[config.mk]
export PLATFORM = sky130hd
export DESIGN_NAME = system_clock_source_control
export DESIGN_NICKNAME = d
export VERILOG_FILES = /design/src/rtl/clk_src_pkg.sv /design/src/rtl/system_clock_source_control.sv /design/src/rtl/axil_slave_port.sv
export SDC_FILE = /design/constraint.sdc
export NUM_CORES = 1
export LEC_CHECK = 0
export ABC_AREA = 1
export BUFFER_PORTS_ARGS = -buffer_cell sky130_fd_sc_hd__buf_2
export CAP_MARGIN = 5
export CELL_PAD_IN_SITES_DETAIL_PLACEMENT = 1
export CELL_PAD_IN_SITES_GLOBAL_PLACEMENT = 1
export CORE_UTILIZATION = 44
export DETAILED_ROUTE_END_ITERATION = 8
export GPL_TIMING_DRIVEN = 0
export HOLD_SLACK_MARGIN = 0.03
export PLACE_DENSITY = 0.81
export SYNTH_ARGS = -nofsm -noshare
export SYNTH_HDL_FRONTEND = slang
export SYNTH_HIERARCHICAL = 1
export SYNTH_SLANG_ARGS = --single-unit
[constraint.sdc]
create_clock -name clock -period 2 [get_ports clock]
set_input_delay 0.1 -clock clock [delete_from_list [all_inputs] [get_ports clock]]
set_output_delay 0.1 -clock clock [all_outputs]
set_load 0.01 [all_outputs]
[src/rtl/clk_src_pkg.sv]
package clk_src_pkg;
  // Register byte offsets, one aligned word each
  localparam int ADDR_W = 8;
  localparam logic [7:0] OFS_PROTECT = 8'h00;
  localparam logic [7:0] OFS_MODE_FIRST = 8'h04;
  localparam logic [7:0] OFS_MODE_SECOND = 8'h08;
  localparam logic [7:0] OFS_STOP_DET = 8'h0c;
  // Third mode, fast osc control a, trim a, control b, trim b
  localparam logic [7:0] OFS_AUX_BASE = 8'h10;
  localparam int AUX_COUNT = 5;
  localparam logic [7:0] OFS_STATUS = 8'h24;
  // Field positions
  localparam int BIT_UNLOCK = 0;
  localparam int BIT_PIN_SWITCH = 3;
  localparam int BIT_SLOW_STOP = 4;
  localparam int BIT_XTAL_STOP = 5;
  localparam int BIT_FIRST_SEL = 7;
  localparam int BIT_SECOND_SEL = 2;
  // Reset values
  localparam logic [7:0] RST_PROTECT = 8'h00;
  localparam logic [7:0] RST_MODE_FIRST = 8'h20;
  localparam logic [7:0] RST_MODE_SECOND = 8'h00;
  localparam logic [7:0] RST_STOP_DET = 8'h04;
  localparam logic [7:0] RST_AUX = 8'h00;
  // Only the unlock bit is stored in the protect register
  localparam logic [7:0] PROTECT_MASK = 8'h01;
  // System clock source codes
  localparam logic [1:0] SRC_CRYSTAL = 2'h0;
  localparam logic [1:0] SRC_ONCHIP = 2'h1;
  localparam logic [1:0] SRC_ALT = 2'h2;
  // Bus responses
  localparam logic [1:0] RESP_OKAY = 2'h0;
  localparam logic [1:0] RESP_SLVERR = 2'h2;
endpackage

[src/rtl/system_clock_source_control.sv]
`timescale 1ns/1ps
// Notes on behaviour
// - Unlock bit set enables protected clock writes
// - Unlock bit cleared disables them again
// - Slow oscillator stop bit 0 runs it
// - Pin switch 1 gives crystal pins oscillator
// - Crystal stop bit 0 runs crystal oscillator
// - First select 0 picks crystal or on-chip
// - Second select 0 picks crystal clock
module system_clock_source_control
  import clk_src_pkg::*;
(
  input wire logic clock,
  input wire logic rst_n,
  input wire logic [clk_src_pkg::ADDR_W-1:0] awaddr,
  input wire logic awvalid,
  output logic awready,
  input wire logic [31:0] wdata,
  input wire logic [3:0] wstrb,
  input wire logic wvalid,
  output logic wready,
  output logic [1:0] bresp,
  output logic bvalid,
  input wire logic bready,
  input wire logic [clk_src_pkg::ADDR_W-1:0] araddr,
  input wire logic arvalid,
  output logic arready,
  output logic [31:0] rdata,
  output logic [1:0] rresp,
  output logic rvalid,
  input wire logic rready,
  output logic slowOscRun,
  output logic crystalOscRun,
  output logic crystalPinsOsc,
  output logic [1:0] sysclkSource
);
  import clk_src_pkg::*;

  // Register offsets decode
  function automatic logic isMapped(input logic [ADDR_W-1:0] a);
    if (a == OFS_PROTECT || a == OFS_MODE_FIRST) begin
      isMapped = 1'b1;
    end else if (a == OFS_MODE_SECOND || a == OFS_STOP_DET) begin
      isMapped = 1'b1;
    end else if (a == OFS_STATUS) begin
      isMapped = 1'b1;
    end else if (a >= OFS_AUX_BASE && a < OFS_STATUS && a[1:0] == 2'h0) begin
      isMapped = 1'b1;
    end else begin
      isMapped = 1'b0;
    end
  endfunction

  // Aux slot index from an address inside the aux window
  function automatic logic [2:0] auxIdx(input logic [ADDR_W-1:0] a);
    logic [ADDR_W-1:0] d;
    d = a - OFS_AUX_BASE;
    auxIdx = d[4:2];
  endfunction

  logic wrEn; // One-cycle commit from the bus port
  logic [ADDR_W-1:0] wrAddr;
  logic [31:0] wrData;
  logic [3:0] wrStrb;
  logic [ADDR_W-1:0] rdAddr;
  logic [31:0] rdData;
  logic wrErr;
  logic rdErr;
  logic unlock_ff; // Write gate for the clock group
  logic [7:0] modeFirst_ff;
  logic [7:0] modeSecond_ff;
  logic [7:0] stopDet_ff;
  logic [7:0] aux_ff [AUX_COUNT]; // Third mode and fast osc registers
  logic slowOscRun_ff;
  logic crystalOscRun_ff;
  logic crystalPinsOsc_ff;
  logic [1:0] sysclkSource_ff;
  logic laneWr; // Low byte lane written
  logic openWr; // Protected write allowed
  logic [1:0] nxt_source;

  axil_slave_port u_bus (
    .clock(clock),
    .rst_n(rst_n),
    .awaddr(awaddr),
    .awvalid(awvalid),
    .awready(awready),
    .wdata(wdata),
    .wstrb(wstrb),
    .wvalid(wvalid),
    .wready(wready),
    .bresp(bresp),
    .bvalid(bvalid),
    .bready(bready),
    .araddr(araddr),
    .arvalid(arvalid),
    .arready(arready),
    .rdata(rdata),
    .rresp(rresp),
    .rvalid(rvalid),
    .rready(rready),
    .wrEn(wrEn),
    .wrAddr(wrAddr),
    .wrData(wrData),
    .wrStrb(wrStrb),
    .wrErr(wrErr),
    .rdAddr(rdAddr),
    .rdData(rdData),
    .rdErr(rdErr)
  );

  assign laneWr = wrEn && wrStrb[0];
  // Locked writes still answer OKAY, they just do nothing
  assign openWr = laneWr && unlock_ff;
  assign wrErr = !isMapped(wrAddr);
  assign rdErr = !isMapped(rdAddr);

  // Protect register, itself never protected
  always_ff @(posedge clock or negedge rst_n) begin
    if (!rst_n) begin
      unlock_ff <= RST_PROTECT[BIT_UNLOCK];
    end else if (laneWr && wrAddr == OFS_PROTECT) begin
      unlock_ff <= wrData[BIT_UNLOCK];
    end
  end

  // First mode register
  always_ff @(posedge clock or negedge rst_n) begin
    if (!rst_n) begin
      modeFirst_ff <= RST_MODE_FIRST;
    end else if (openWr && wrAddr == OFS_MODE_FIRST) begin
      modeFirst_ff <= wrData[7:0];
    end
  end

  // Second mode register
  always_ff @(posedge clock or negedge rst_n) begin
    if (!rst_n) begin
      modeSecond_ff <= RST_MODE_SECOND;
    end else if (openWr && wrAddr == OFS_MODE_SECOND) begin
      modeSecond_ff <= wrData[7:0];
    end
  end

  // Oscillation stop detection register
  always_ff @(posedge clock or negedge rst_n) begin
    if (!rst_n) begin
      stopDet_ff <= RST_STOP_DET;
    end else if (openWr && wrAddr == OFS_STOP_DET) begin
      stopDet_ff <= wrData[7:0];
    end
  end

  // Third mode and fast oscillator registers, storage only here
  always_ff @(posedge clock or negedge rst_n) begin
    if (!rst_n) begin
      for (int i = 0; i < AUX_COUNT; i++) begin
        aux_ff[i] <= RST_AUX;
      end
    end else if (openWr && wrAddr >= OFS_AUX_BASE && wrAddr < OFS_STATUS) begin
      aux_ff[auxIdx(wrAddr)] <= wrData[7:0];
    end
  end

  // Oscillator enables and pin routing
  always_ff @(posedge clock or negedge rst_n) begin
    if (!rst_n) begin
      slowOscRun_ff <= 1'b0;
      crystalOscRun_ff <= 1'b0;
      crystalPinsOsc_ff <= 1'b0;
    end else begin
      slowOscRun_ff <= !modeSecond_ff[BIT_SLOW_STOP];
      crystalPinsOsc_ff <= modeSecond_ff[BIT_PIN_SWITCH];
      crystalOscRun_ff <= !modeFirst_ff[BIT_XTAL_STOP];
    end
  end

  // Source select; no stability check, software owns the wait
  always_comb begin
    if (modeFirst_ff[BIT_FIRST_SEL]) begin
      nxt_source = SRC_ALT;
    end else if (!stopDet_ff[BIT_SECOND_SEL]) begin
      nxt_source = SRC_CRYSTAL;
    end else begin
      nxt_source = SRC_ONCHIP;
    end
  end

  always_ff @(posedge clock or negedge rst_n) begin
    if (!rst_n) begin
      sysclkSource_ff <= SRC_ONCHIP;
    end else begin
      sysclkSource_ff <= nxt_source;
    end
  end

  // Read mux, unused bits read zero
  always_comb begin
    rdData = '0;
    if (rdAddr == OFS_PROTECT) begin
      rdData[7:0] = {7'h00, unlock_ff} & PROTECT_MASK;
    end else if (rdAddr == OFS_MODE_FIRST) begin
      rdData[7:0] = modeFirst_ff;
    end else if (rdAddr == OFS_MODE_SECOND) begin
      rdData[7:0] = modeSecond_ff;
    end else if (rdAddr == OFS_STOP_DET) begin
      rdData[7:0] = stopDet_ff;
    end else if (rdAddr == OFS_STATUS) begin
      rdData[4:0] = {sysclkSource_ff, crystalPinsOsc_ff, crystalOscRun_ff, slowOscRun_ff};
    end else if (isMapped(rdAddr)) begin
      rdData[7:0] = aux_ff[auxIdx(rdAddr)];
    end
  end

  assign slowOscRun = slowOscRun_ff;
  assign crystalOscRun = crystalOscRun_ff;
  assign crystalPinsOsc = crystalPinsOsc_ff;
  assign sysclkSource = sysclkSource_ff;
endmodule

[src/rtl/axil_slave_port.sv]
`timescale 1ns/1ps
module axil_slave_port
  import clk_src_pkg::*;
(
  input wire logic clock,
  input wire logic rst_n,
  input wire logic [clk_src_pkg::ADDR_W-1:0] awaddr,
  input wire logic awvalid,
  output logic awready,
  input wire logic [31:0] wdata,
  input wire logic [3:0] wstrb,
  input wire logic wvalid,
  output logic wready,
  output logic [1:0] bresp,
  output logic bvalid,
  input wire logic bready,
  input wire logic [clk_src_pkg::ADDR_W-1:0] araddr,
  input wire logic arvalid,
  output logic arready,
  output logic [31:0] rdata,
  output logic [1:0] rresp,
  output logic rvalid,
  input wire logic rready,
  output logic wrEn,
  output logic [clk_src_pkg::ADDR_W-1:0] wrAddr,
  output logic [31:0] wrData,
  output logic [3:0] wrStrb,
  input wire logic wrErr,
  output logic [clk_src_pkg::ADDR_W-1:0] rdAddr,
  input wire logic [31:0] rdData,
  input wire logic rdErr
);
  logic awready_ff; // Address slot free
  logic wready_ff; // Data slot free
  logic awHeld_ff;
  logic wHeld_ff;
  logic bvalid_ff;
  logic [1:0] bresp_ff;
  logic arready_ff;
  logic rvalid_ff;
  logic [1:0] rresp_ff;
  logic [31:0] rdata_ff;
  logic [ADDR_W-1:0] wrAddr_ff;
  logic [31:0] wrData_ff;
  logic [3:0] wrStrb_ff;
  logic awTake;
  logic wTake;
  logic arTake;

  assign awTake = awvalid && awready_ff;
  assign wTake = wvalid && wready_ff;
  assign arTake = arvalid && arready_ff;
  // Commit once both halves are in; the response slot is then free
  assign wrEn = awHeld_ff && wHeld_ff && !bvalid_ff;
  assign wrAddr = wrAddr_ff;
  assign wrData = wrData_ff;
  assign wrStrb = wrStrb_ff;
  // Read decode looks straight at the offered address
  assign rdAddr = araddr;

  // Address channel, either order with data
  always_ff @(posedge clock or negedge rst_n) begin
    if (!rst_n) begin
      awready_ff <= 1'b1;
      awHeld_ff <= 1'b0;
      wrAddr_ff <= '0;
    end else if (awTake) begin
      awready_ff <= 1'b0;
      awHeld_ff <= 1'b1;
      wrAddr_ff <= awaddr;
    end else begin
      if (wrEn) awHeld_ff <= 1'b0;
      // Reopen only after the response is gone: one write in flight
      if (bvalid_ff && bready) awready_ff <= 1'b1;
    end
  end

  // Data channel
  always_ff @(posedge clock or negedge rst_n) begin
    if (!rst_n) begin
      wready_ff <= 1'b1;
      wHeld_ff <= 1'b0;
      wrData_ff <= '0;
      wrStrb_ff <= '0;
    end else if (wTake) begin
      wready_ff <= 1'b0;
      wHeld_ff <= 1'b1;
      wrData_ff <= wdata;
      wrStrb_ff <= wstrb;
    end else begin
      if (wrEn) wHeld_ff <= 1'b0;
      if (bvalid_ff && bready) wready_ff <= 1'b1;
    end
  end

  // Write response
  always_ff @(posedge clock or negedge rst_n) begin
    if (!rst_n) begin
      bvalid_ff <= 1'b0;
      bresp_ff <= RESP_OKAY;
    end else if (wrEn) begin
      bvalid_ff <= 1'b1;
      bresp_ff <= wrErr ? RESP_SLVERR : RESP_OKAY;
    end else if (bready) begin
      bvalid_ff <= 1'b0;
    end
  end

  // Read channel, data captured at the address edge
  always_ff @(posedge clock or negedge rst_n) begin
    if (!rst_n) begin
      arready_ff <= 1'b1;
      rvalid_ff <= 1'b0;
      rresp_ff <= RESP_OKAY;
      rdata_ff <= '0;
    end else if (arTake) begin
      arready_ff <= 1'b0;
      rvalid_ff <= 1'b1;
      rresp_ff <= rdErr ? RESP_SLVERR : RESP_OKAY;
      rdata_ff <= rdData;
    end else if (rvalid_ff && rready) begin
      arready_ff <= 1'b1;
      rvalid_ff <= 1'b0;
    end
  end

  assign awready = awready_ff;
  assign wready = wready_ff;
  assign bvalid = bvalid_ff;
  assign bresp = bresp_ff;
  assign arready = arready_ff;
  assign rvalid = rvalid_ff;
  assign rresp = rresp_ff;
  assign rdata = rdata_ff;
endmodule

# Word level (Yosys, flattened, before mapping)
# Cells that the tools add are included.
# word_totals
word_cells,126
reg_bits,106
# classes
n_addsub,2
magnitude_cmp,7
muxes,44
reduce_logical,37
n_eq_ne,8
bitwise_logic,2
# ops
operator,n
8-bit two-way mux,8
40-bit bitwise mux,1
"8-bit by 4-bit == test with 1-bit output, second input constant",4
1-bit two-way mux,28
8-bit binary-select mux with 3-bit select,1
8-bit demux with 3-bit select,1
1-bit logical AND,20
"8-bit by 3-bit == test with 1-bit output, second input constant",2
"8-bit by 6-bit == test with 1-bit output, second input constant",2
"8-bit by 5-bit >= comparator with 1-bit output, second input constant",2
8-bit logical NOT,2
"8-bit by 6-bit less-than comparator with 1-bit output, second input constant",2
2-bit nonzero test,6
"5-bit subtractor, second input constant",2
"4-bit >= comparator, second input constant",2
3-bit inverter with 4-bit output,2
2-bit two-way mux,3
5-bit two-way mux,1
2-bit logical NOT,2
1-bit logical OR,4
"4-bit by 1-bit less-than comparator with 1-bit output, second input constant",1
1-bit logical NOT,3
3-bit two-way mux,1

# Longest topological paths before layout
# Gate-level depths: netlist (run 1).
# depth
ltp_word,17
ltp_mapped,13
mapped_depth_nobuf,12

# By module
# Netlist (run 1), hierarchy kept.
# by_module_without_submodules
module,n_inst,area_each_um2,cells_each
system_clock_source_control,1,3493.4,422
axil_slave_port,1,3459.6,383

# Worst setup path after synthesis (run 1)
# No wires, ideal clock.
# synth_path
kind,flip-flop to flip-flop
from,register u_bus.bvalid_ff (netlist: u_bus/bvalid)
to,register aux_ff[6] in the netlist's numbering
stages_incl_launch_ff,11
period_less_slack_ns,1.635
arrival_time_ns,1.511
path_slack_ns,0.365
setup_time_ns,0.124
cell_sequence,dfrtp_1 inv_1 nand3_1 inv_1 nand3_1 inv_1 and3_4 nand3_4 buf_6 nand2_2 o21ai_2
# synth_between
elab_chain_len,6
# synth_rtl
item,line,rtl
from (decl),axil_slave_port.sv:37,logic bvalid_ff;
from (signal assigned),axil_slave_port.sv:99,bvalid_ff <= 1'b0;
from (signal assigned),axil_slave_port.sv:102,bvalid_ff <= 1'b1;
from (signal assigned),axil_slave_port.sv:105,bvalid_ff <= 1'b0;
1-bit logical NOT,axil_slave_port.sv:54,assign wrEn = awHeld_ff && wHeld_ff && !bvalid_ff;
1-bit logical AND,axil_slave_port.sv:54,
named net wrEn,system_clock_source_control.sv:61,logic wrEn;
1-bit logical AND,system_clock_source_control.sv:112,assign laneWr = wrEn && wrStrb[0];
1-bit logical AND,system_clock_source_control.sv:114,assign openWr = laneWr && unlock_ff;
1-bit logical AND (2 in series),system_clock_source_control.sv:160,end else if (openWr && wrAddr >= OFS_AUX_BASE && wrAddr < OFS_STATUS) begin
"to (signal, indexed assignment)",system_clock_source_control.sv:161,aux_ff[auxIdx(wrAddr)] <= wrData[7:0];
to (decl),system_clock_source_control.sv:73,logic [7:0] aux_ff [AUX_COUNT];
# The timed path passes the listed nets, and every way through them passes these cells.
# A chain may end at the register's enable or synchronous reset.

# Worst setup path after layout (run 1)
# Same ends and word-level chain as after synthesis.

==> results.md, run 1 <==
* Mean Syn Cell Area at 8.53 sq um
* R2R setup slack at 0.15 ns
* CP Capture Type: register
* Final setup skew at ~0.0052 ns
* Buffers on Ports at 64
* Setup ws final at 0.148 ns
* Total global routing overflow at 0
* Total Wirelength at between 15 and 20 mm
* Vias in the first global route at 5764
* CP endpoint: aux_ff[6]$_DFFE_PN0P_
* Via count at between 5000 and 6000
* Status: finished, final reports clean
* Fmax at 540 MHz
* Rel. slew slack at 65.8%
* Reg2Reg Depth at 10
* CP startpoint: u_bus/bvalid$_DFFE_PN0P_
* RSZ-0062 raised after global routing: false
* Synthesized instance count at 695
* Final Util at 56.5%
* Die Wd at 118 um
* Number of vias per cell at 5.15
* PD cells at 1170 mW/mm^2
* Clock transition at path regs at roughly 0.05 ns
* FF-to-FF Start: u_bus/bvalid$_DFFE_PN0P_
* Synth Cell Area at roughly 0.0059 sq mm
* Fin crit period at about 1.9 ns
* CTS Buffer Depth at 2
* CP Launch Type: register
* Worst path required time at about 2.3 ns
* Area of the core at approximately 0.013 sq mm
* Syn. warnings at 6
* Gr usage total at 27.0%
* Fraction of layout instances using a drive strength above 1 at 22.2%
* Count of final hold-check violations at 0
* CTS HTree Levels at 4
* CP Data Arrival Time at 2.14 ns
* Clock buffer count from CTS at 17
* Starting Density at 44.9%
* Clock tree sinks at 128
* Area Growth Syn to Fin at 25.7%
* Max FO, Critical Path at 10
* Final setup vio count at 0
* Clock latency at the later pin of the worst-skew pair at ~0.42 ns
* Leak at between 3 and 4 nW
* Core Rows at 42
* Min-Delay Path Class: in2reg
* First-pass GRT wire length at 29.0 mm
* CP Class: reg2reg
* Measured slew at the worst slew-check pin at 0.513 ns
* CTS tree: done
* Final net count at 891
* Die ar. at roughly 0.014 sq mm
* CTS Root Cell: clkbuf_16
* GP Congestion at 0.876
* Chip Height at 118 um
* Detailed-route wire length per cell at around 17 um
* HPWL Detailed at around 12 mm
* Pre-CTS setup slack at 0.0828 ns
* Ant. Diodes at 0
* DR DRC count at 0
* Peak supply drop at slightly below 0.6 mV
* Filler Cell Count at between 1500 and 2000
* Initial antenna violation count at 0
* R2R Path End: aux_ff[6]$_DFFE_PN0P_
* Routed Antenna Nets at 0
* Max-cap viol count at 0
* # IOs at 105
* Tcrit/Tclk final at 92.6%
* Drt pass-1 iters at 4
* Slew Viols, Final at 0
* Initial DRC Count at around 350
* Largest net degree at the start of global routing at 103
==> state kept, by name, summed over array words and instances (netlist names), 2 cells and up <==
| register | cells |
|---|---|
| stopDet_ff | 8 |
| modeFirst_ff | 8 |
| sysclkSource | 2 |
| u_bus/wrAddr | 8 |
| u_bus/rdata | 32 |
| modeSecond_ff | 8 |
| aux_ff | 40 |
| u_bus/wrData | 8 |
==> critical path, stage by stage, from the launching register on <==
cell	delay, ns
dfrtp_1	0.41
inv_2	0.11
nand3_2	0.10
inv_1	0.10
nand3_1	0.10
inv_1	0.14
and3_4	0.29
nand3_4	0.16
buf_6	0.20
nand2_2	0.07
o21ai_2	0.05
==> worst min-delay path by stage <==
| stage | to | cells past startpoint | start | slack, ns |
|---|---|---|---|---|
| floorplan | aux_ff[0]$_DFFE_PN0P_ | 0 | rst_n | -0.20 |
| global placement | u_bus/bvalid$_DFFE_PN0P_ | 2 | bready | 0.30 |
| detailed placement | u_bus/rdata[12]$_DFFE_PN0P_ | 1 | rst_n | -0.01 |
| CTS | u_bus/wHeld_ff$_DFFE_PN0P_ | 4 | wvalid | 0.03 |
| global route | u_bus/wHeld_ff$_DFFE_PN0P_ | 4 | wvalid | 0.07 |
| finish | u_bus/wHeld_ff$_DFFE_PN0P_ | 4 | wvalid | 0.05 |
==> power breakdown <==
group | switching, mW | leakage (nW) | internal [mW]
registers | 0.354 | 1.68 | 3.14
clock network | 1.10 | 0.265 | 1.77
logic | 1.57 | 1.88 | 0.806
==> cell type report <==
type                            instances  area, sq um  area share (%)
Sequential cell                       128         3210            43.1
Multi-Input combinational cell        501         2330            31.3
Timing Repair Buffer                   94          644            8.65
Clock buffer                           27          523            7.02
Buffer                                 42          312            4.18
Tap cell                              176          220            2.96
Inverter                               48          180            2.42
Clock inverter                          4         25.0           0.336
==> what timing repair did <==
item                                    CTS  global route
hold buffers                             29             0
endpoints found under the hold margin   148             0
resized for setup                         0             6
endpoints found under the setup margin    0            16
buffers inserted                          0             0
==> routing by layer <==
layer,vias up,share of wire [%],track usage [%]
met4,0,2.5,13.0
met2,115,50,44.9
met5,-,0,0
li1,2473,-,-
met1,2639,44,34.2
met3,29,3.8,4.70
==> cell usage in the layout (no fill, tap or decap), types with 4 or more instances in the layout <==
cell type      count
buf_4             16
o221ai_1           4
buf_6             11
o21ai_1           46
nand3_1           70
conb_1            26
clkbuf_8           6
clkbuf_1           5
o21ai_0           20
inv_1             40
nor2_1            34
nand2_4            4
inv_2              8
or2_2              5
dlygate4sd3_1     29
clkbuf_16         17
a21oi_1           21
buf_2             78
o21ai_2           10
dfrtp_1          122
dfstp_2            6
nand2_1          227
nand2_2            7
==> stage by stage <==
step	std cells	power, mW	setup TNS, ns	area, sq um	hold slack, ns
floorplan	719	4.87	0	6020	-0.196
global placement	959	5.63	-95.50	6560	0.300
detailed placement	960	5.79	0	6590	-0.0134
CTS	1020	8.74	0	7430	0.0316
global route	1020	9.20	0	7450	0.0657
finish	1020	8.75	0	7450	0.0481
Power figures use the tool's default switching activity.
==> inputs of run 2 (changes only) <==
--- a/config.mk
+++ b/config.mk
@@ -5,16 +5,16 @@
 export SDC_FILE = /design/constraint.sdc
 export NUM_CORES = 1
 export LEC_CHECK = 0
-export ABC_AREA = 1
+export ABC_AREA = 0
 export BUFFER_PORTS_ARGS = -buffer_cell sky130_fd_sc_hd__buf_2
 export CAP_MARGIN = 5
 export CELL_PAD_IN_SITES_DETAIL_PLACEMENT = 1
 export CELL_PAD_IN_SITES_GLOBAL_PLACEMENT = 1
-export CORE_UTILIZATION = 44
+export CORE_UTILIZATION = 48
 export DETAILED_ROUTE_END_ITERATION = 8
 export GPL_TIMING_DRIVEN = 0
 export HOLD_SLACK_MARGIN = 0.03
-export PLACE_DENSITY = 0.81
+export PLACE_DENSITY = 0.8
 export SYNTH_ARGS = -nofsm -noshare
 export SYNTH_HDL_FRONTEND = slang
 export SYNTH_HIERARCHICAL = 1
==> run 2 against run 1 <==
The flow now finishes with violations (design-rule violations). Flip-flop and latch count did not move. Power decreased by 8.0%. Register-to-register slack worse by 0.09 ns. Fmax is 4.4% lower. Largest power group unchanged. Setup slack lost 0.086 ns. Utilization rose by 7.5 points. Largest cell class unchanged. Sequential share of layout area grew 0.15 points.
==> results.md, run 2 <==
* Max-cap viol count at 0 (unchanged)
* Slowest cell on crit path: or4_4 (was dfrtp_1)
* Most common cell after layout, fill and taps aside: dfrtp_1 (was nand2_1)
* Status: finished, violations left (was finished, final reports clean)
* Core Rows at 39 (was 42)
* CTS Root Cell: clkbuf_16 (unchanged)
* Filler Cell Count at 1140 (was 1594)
* Final Util at 63.9% (was 56.5%)
* Fin crit period at 1.94 ns (was 1.85 ns)
* Max stage delay on crit path at 0.56 ns (was 0.41 ns)
* Largest net degree at the start of global routing at 66 (was 103)
* HPWL Detailed at 9.41 mm (was 11.6 mm)
* Die Wd at 112 um (was 118 um)
* Routed Antenna Nets at 0 (unchanged)
* First-pass GRT wire length at 23.7 mm (was 29.0 mm)
* Clock transition at path regs at 0.05 ns (about the same)
* Detailed-route wire length per cell at 20.4 um (was 16.9 um)
* Number of vias per cell at 5.51 (was 5.15)
* GP Congestion at 0.836 (was 0.876)
* CTS tree: done (unchanged)
* Mean Syn Cell Area at 14.0 sq um (was 8.53 sq um)
* CP Class: reg2reg (unchanged)
* Top reg by flops: aux_ff (unchanged)
* RSZ-0062 raised after global routing: true (was false)
* Final net count at 622 (was 891)
* Die ar. at 0.0126 sq mm (was 0.0139 sq mm)
* Fraction of layout instances using a drive strength above 1 at 48.1% (was 22.2%)
* Total Wirelength at 14.6 mm (was 17.2 mm)
* Fmax at 516 MHz (was 540 MHz)
* CP Launch Type: register (unchanged)
* Vias in the first global route at 4440 (was 5764)
* Rel. slew slack at 46.8% (was 65.8%)
* Synthesized instance count at 417 (was 695)
* Area Growth Syn to Fin at 27.3% (was 25.7%)
* Peak supply drop at 0.658 mV (was 0.592 mV)
* Initial antenna violation count at 0 (unchanged)
* Area of the core at 0.0116 sq mm (was 0.0132 sq mm)
* CP Capture Type: register (unchanged)
* # IOs at 105 (unchanged)
* Buffers on Ports at 67 (was 64)
* Reg2Reg Depth at 5 (was 10)
* Chip Height at 112 um (was 118 um)
* Final setup vio count at 0 (unchanged)
* Total global routing overflow at 0 (unchanged)
* Footprint of the multi-input gates at 0.00246 sq mm (was 0.00233 sq mm)
* Min-Delay Path Class: in2reg (unchanged)
* Leak at 3.68 nW (was 3.83 nW)
* Clock buffer count from CTS at 17 (unchanged)
* Measured slew at the worst slew-check pin at 0.792 ns (was 0.513 ns)
* Synth Cell Area at 0.00583 sq mm (was 0.00593 sq mm)
* FF+latch area at 0.00321 sq mm (about the same)
* Clock tree sinks at 128 (unchanged)
* Starting Density at 50.2% (was 44.9%)
* Max FO, Critical Path at 8 (was 10)
* CTS Buffer Depth at 2 (unchanged)
* Tcrit/Tclk final at 96.9% (was 92.6%)
* Drt pass-1 iters at 6 (was 4)
* CTS HTree Levels at 4 (unchanged)
* Syn. warnings at 6 (unchanged)
* Count of final hold-check violations at 0 (unchanged)
* Gr usage total at 25.1% (was 27.0%)
* WHS Path Cells at 4 (unchanged)
* Critical Path, Cell by Cell: or4_4 -> nor4_4 -> buf_6 -> nand3_4 -> mux2_4 (was inv_2 -> nand3_2 -> inv_1 -> nand3_1 -> inv_1 -> and3_4 -> nand3_4 -> buf_6 -> nand2_2 -> o21ai_2)
* Commonest non-fill, non-tap cells in the layout: 121 x dfrtp_1, 108 x mux2_2, 67 x buf_2 (was 227 x nand2_1, 122 x dfrtp_1, 78 x buf_2)
* Clock latency at the later pin of the worst-skew pair at 0.42 ns (about the same)
* Worst path required time at 2.30 ns (was 2.29 ns)
* Max FFs per register at 40 (unchanged)
* Final setup skew at 0.00680 ns (was 0.00518 ns)
* Ant. Diodes at 0 (unchanged)
* DR DRC count at 12 (was 0)
* Initial DRC Count at 148 (was 352)
* Via count at 3949 (was 5256)
* R2R setup slack at 0.06 ns (was 0.15 ns)
* Slew Viols, Final at 0 (unchanged)
* Total design power at 8.05 mW (was 8.75 mW)
* Violated checks: design-rule violations
* PD cells at 1080 mW/mm^2 (was 1170 mW/mm^2)
* Hold WS at 0.200 ns (was 0.0481 ns)
* CP Data Arrival Time at 2.24 ns (was 2.14 ns)
==> run 2: layer usage <==
metal,vias up,part of all wire [%],wire length [um],GRT usage [%]
met2,125,53,7770,44.2
met1,2027,41,5970,30.2
met5,-,0,0,0
met4,0,1.5,226,9.60
li1,1775,-,-,-
met3,22,4.5,655,5.62
==> run 2: through the flow <==
| stage | instances | TNS, ns | cell area (sq um) | worst slack [ns] |
|---|---|---|---|---|
| floorplan | 441 | 0 | 5940 | 0.0429 |
| global placement | 651 | -94.14 | 6450 | -0.720 |
| detailed placement | 652 | -10.52 | 6490 | -0.448 |
| CTS | 713 | 0 | 7380 | 0.00715 |
| global route | 717 | -0.0102 | 7430 | -0.0102 |
| finish | 717 | 0 | 7430 | 0.0618 |
==> run 2: final cells by class <==
cell class                 instances  area share [%]
buffer                            29            3.64
clock buffer                      23            6.44
clock inverter                     7            1.15
inverter                          10           0.505
multi-input combinational        274            33.2
sequential                       128            43.3
tap                              143            2.41
timing repair buffer             103            9.44
==> run 2: what timing repair did <==
action	CTS	global route
gates resized for setup	6	5
hold buffers	26	0
pin swaps	2	1
endpoints found under the setup margin	69	47
hold endpoints to repair	83	0
setup buffers	5	4
==> run 2: power by group <==
| group | switching [mW] | leakage (nW) | internal, mW |
|---|---|---|---|
| combinational | 0.675 | 1.73 | 0.841 |
| clock | 1.06 | 0.282 | 1.90 |
| sequential | 0.500 | 1.67 | 3.07 |
| total | 2.24 | 3.68 | 5.82 |
==> run 2: critical path, delay by kind of cell (launching register included) <==
| family | cells | cell delay (ns) |
|---|---|---|
| simple gates | 3 | 0.89 |
| flops | 1 | 0.42 |
| buf+inv | 1 | 0.17 |
| mux | 1 | 0.34 |
==> run 2: worst paths after layout <==
check | start | end
worst max-delay path | u_bus/wrAddr[6]$_DFFE_PN0P_ | stopDet_ff[5]$_DFFE_PN0P_
worst min-delay path | araddr[4] | u_bus/rresp[1]$_DFFE_PN0P_
worst max register to register | u_bus/wrAddr[6]$_DFFE_PN0P_ | stopDet_ff[5]$_DFFE_PN0P_
worst min register to register | modeSecond_ff[3]$_DFFE_PN0P_ | crystalPinsOsc$_DFF_PN0_
max in group asynchronous | rst_n | modeFirst_ff[5]$_DFFE_PN1P_
min in group asynchronous | rst_n | u_bus/rdata[28]$_DFFE_PN0P_
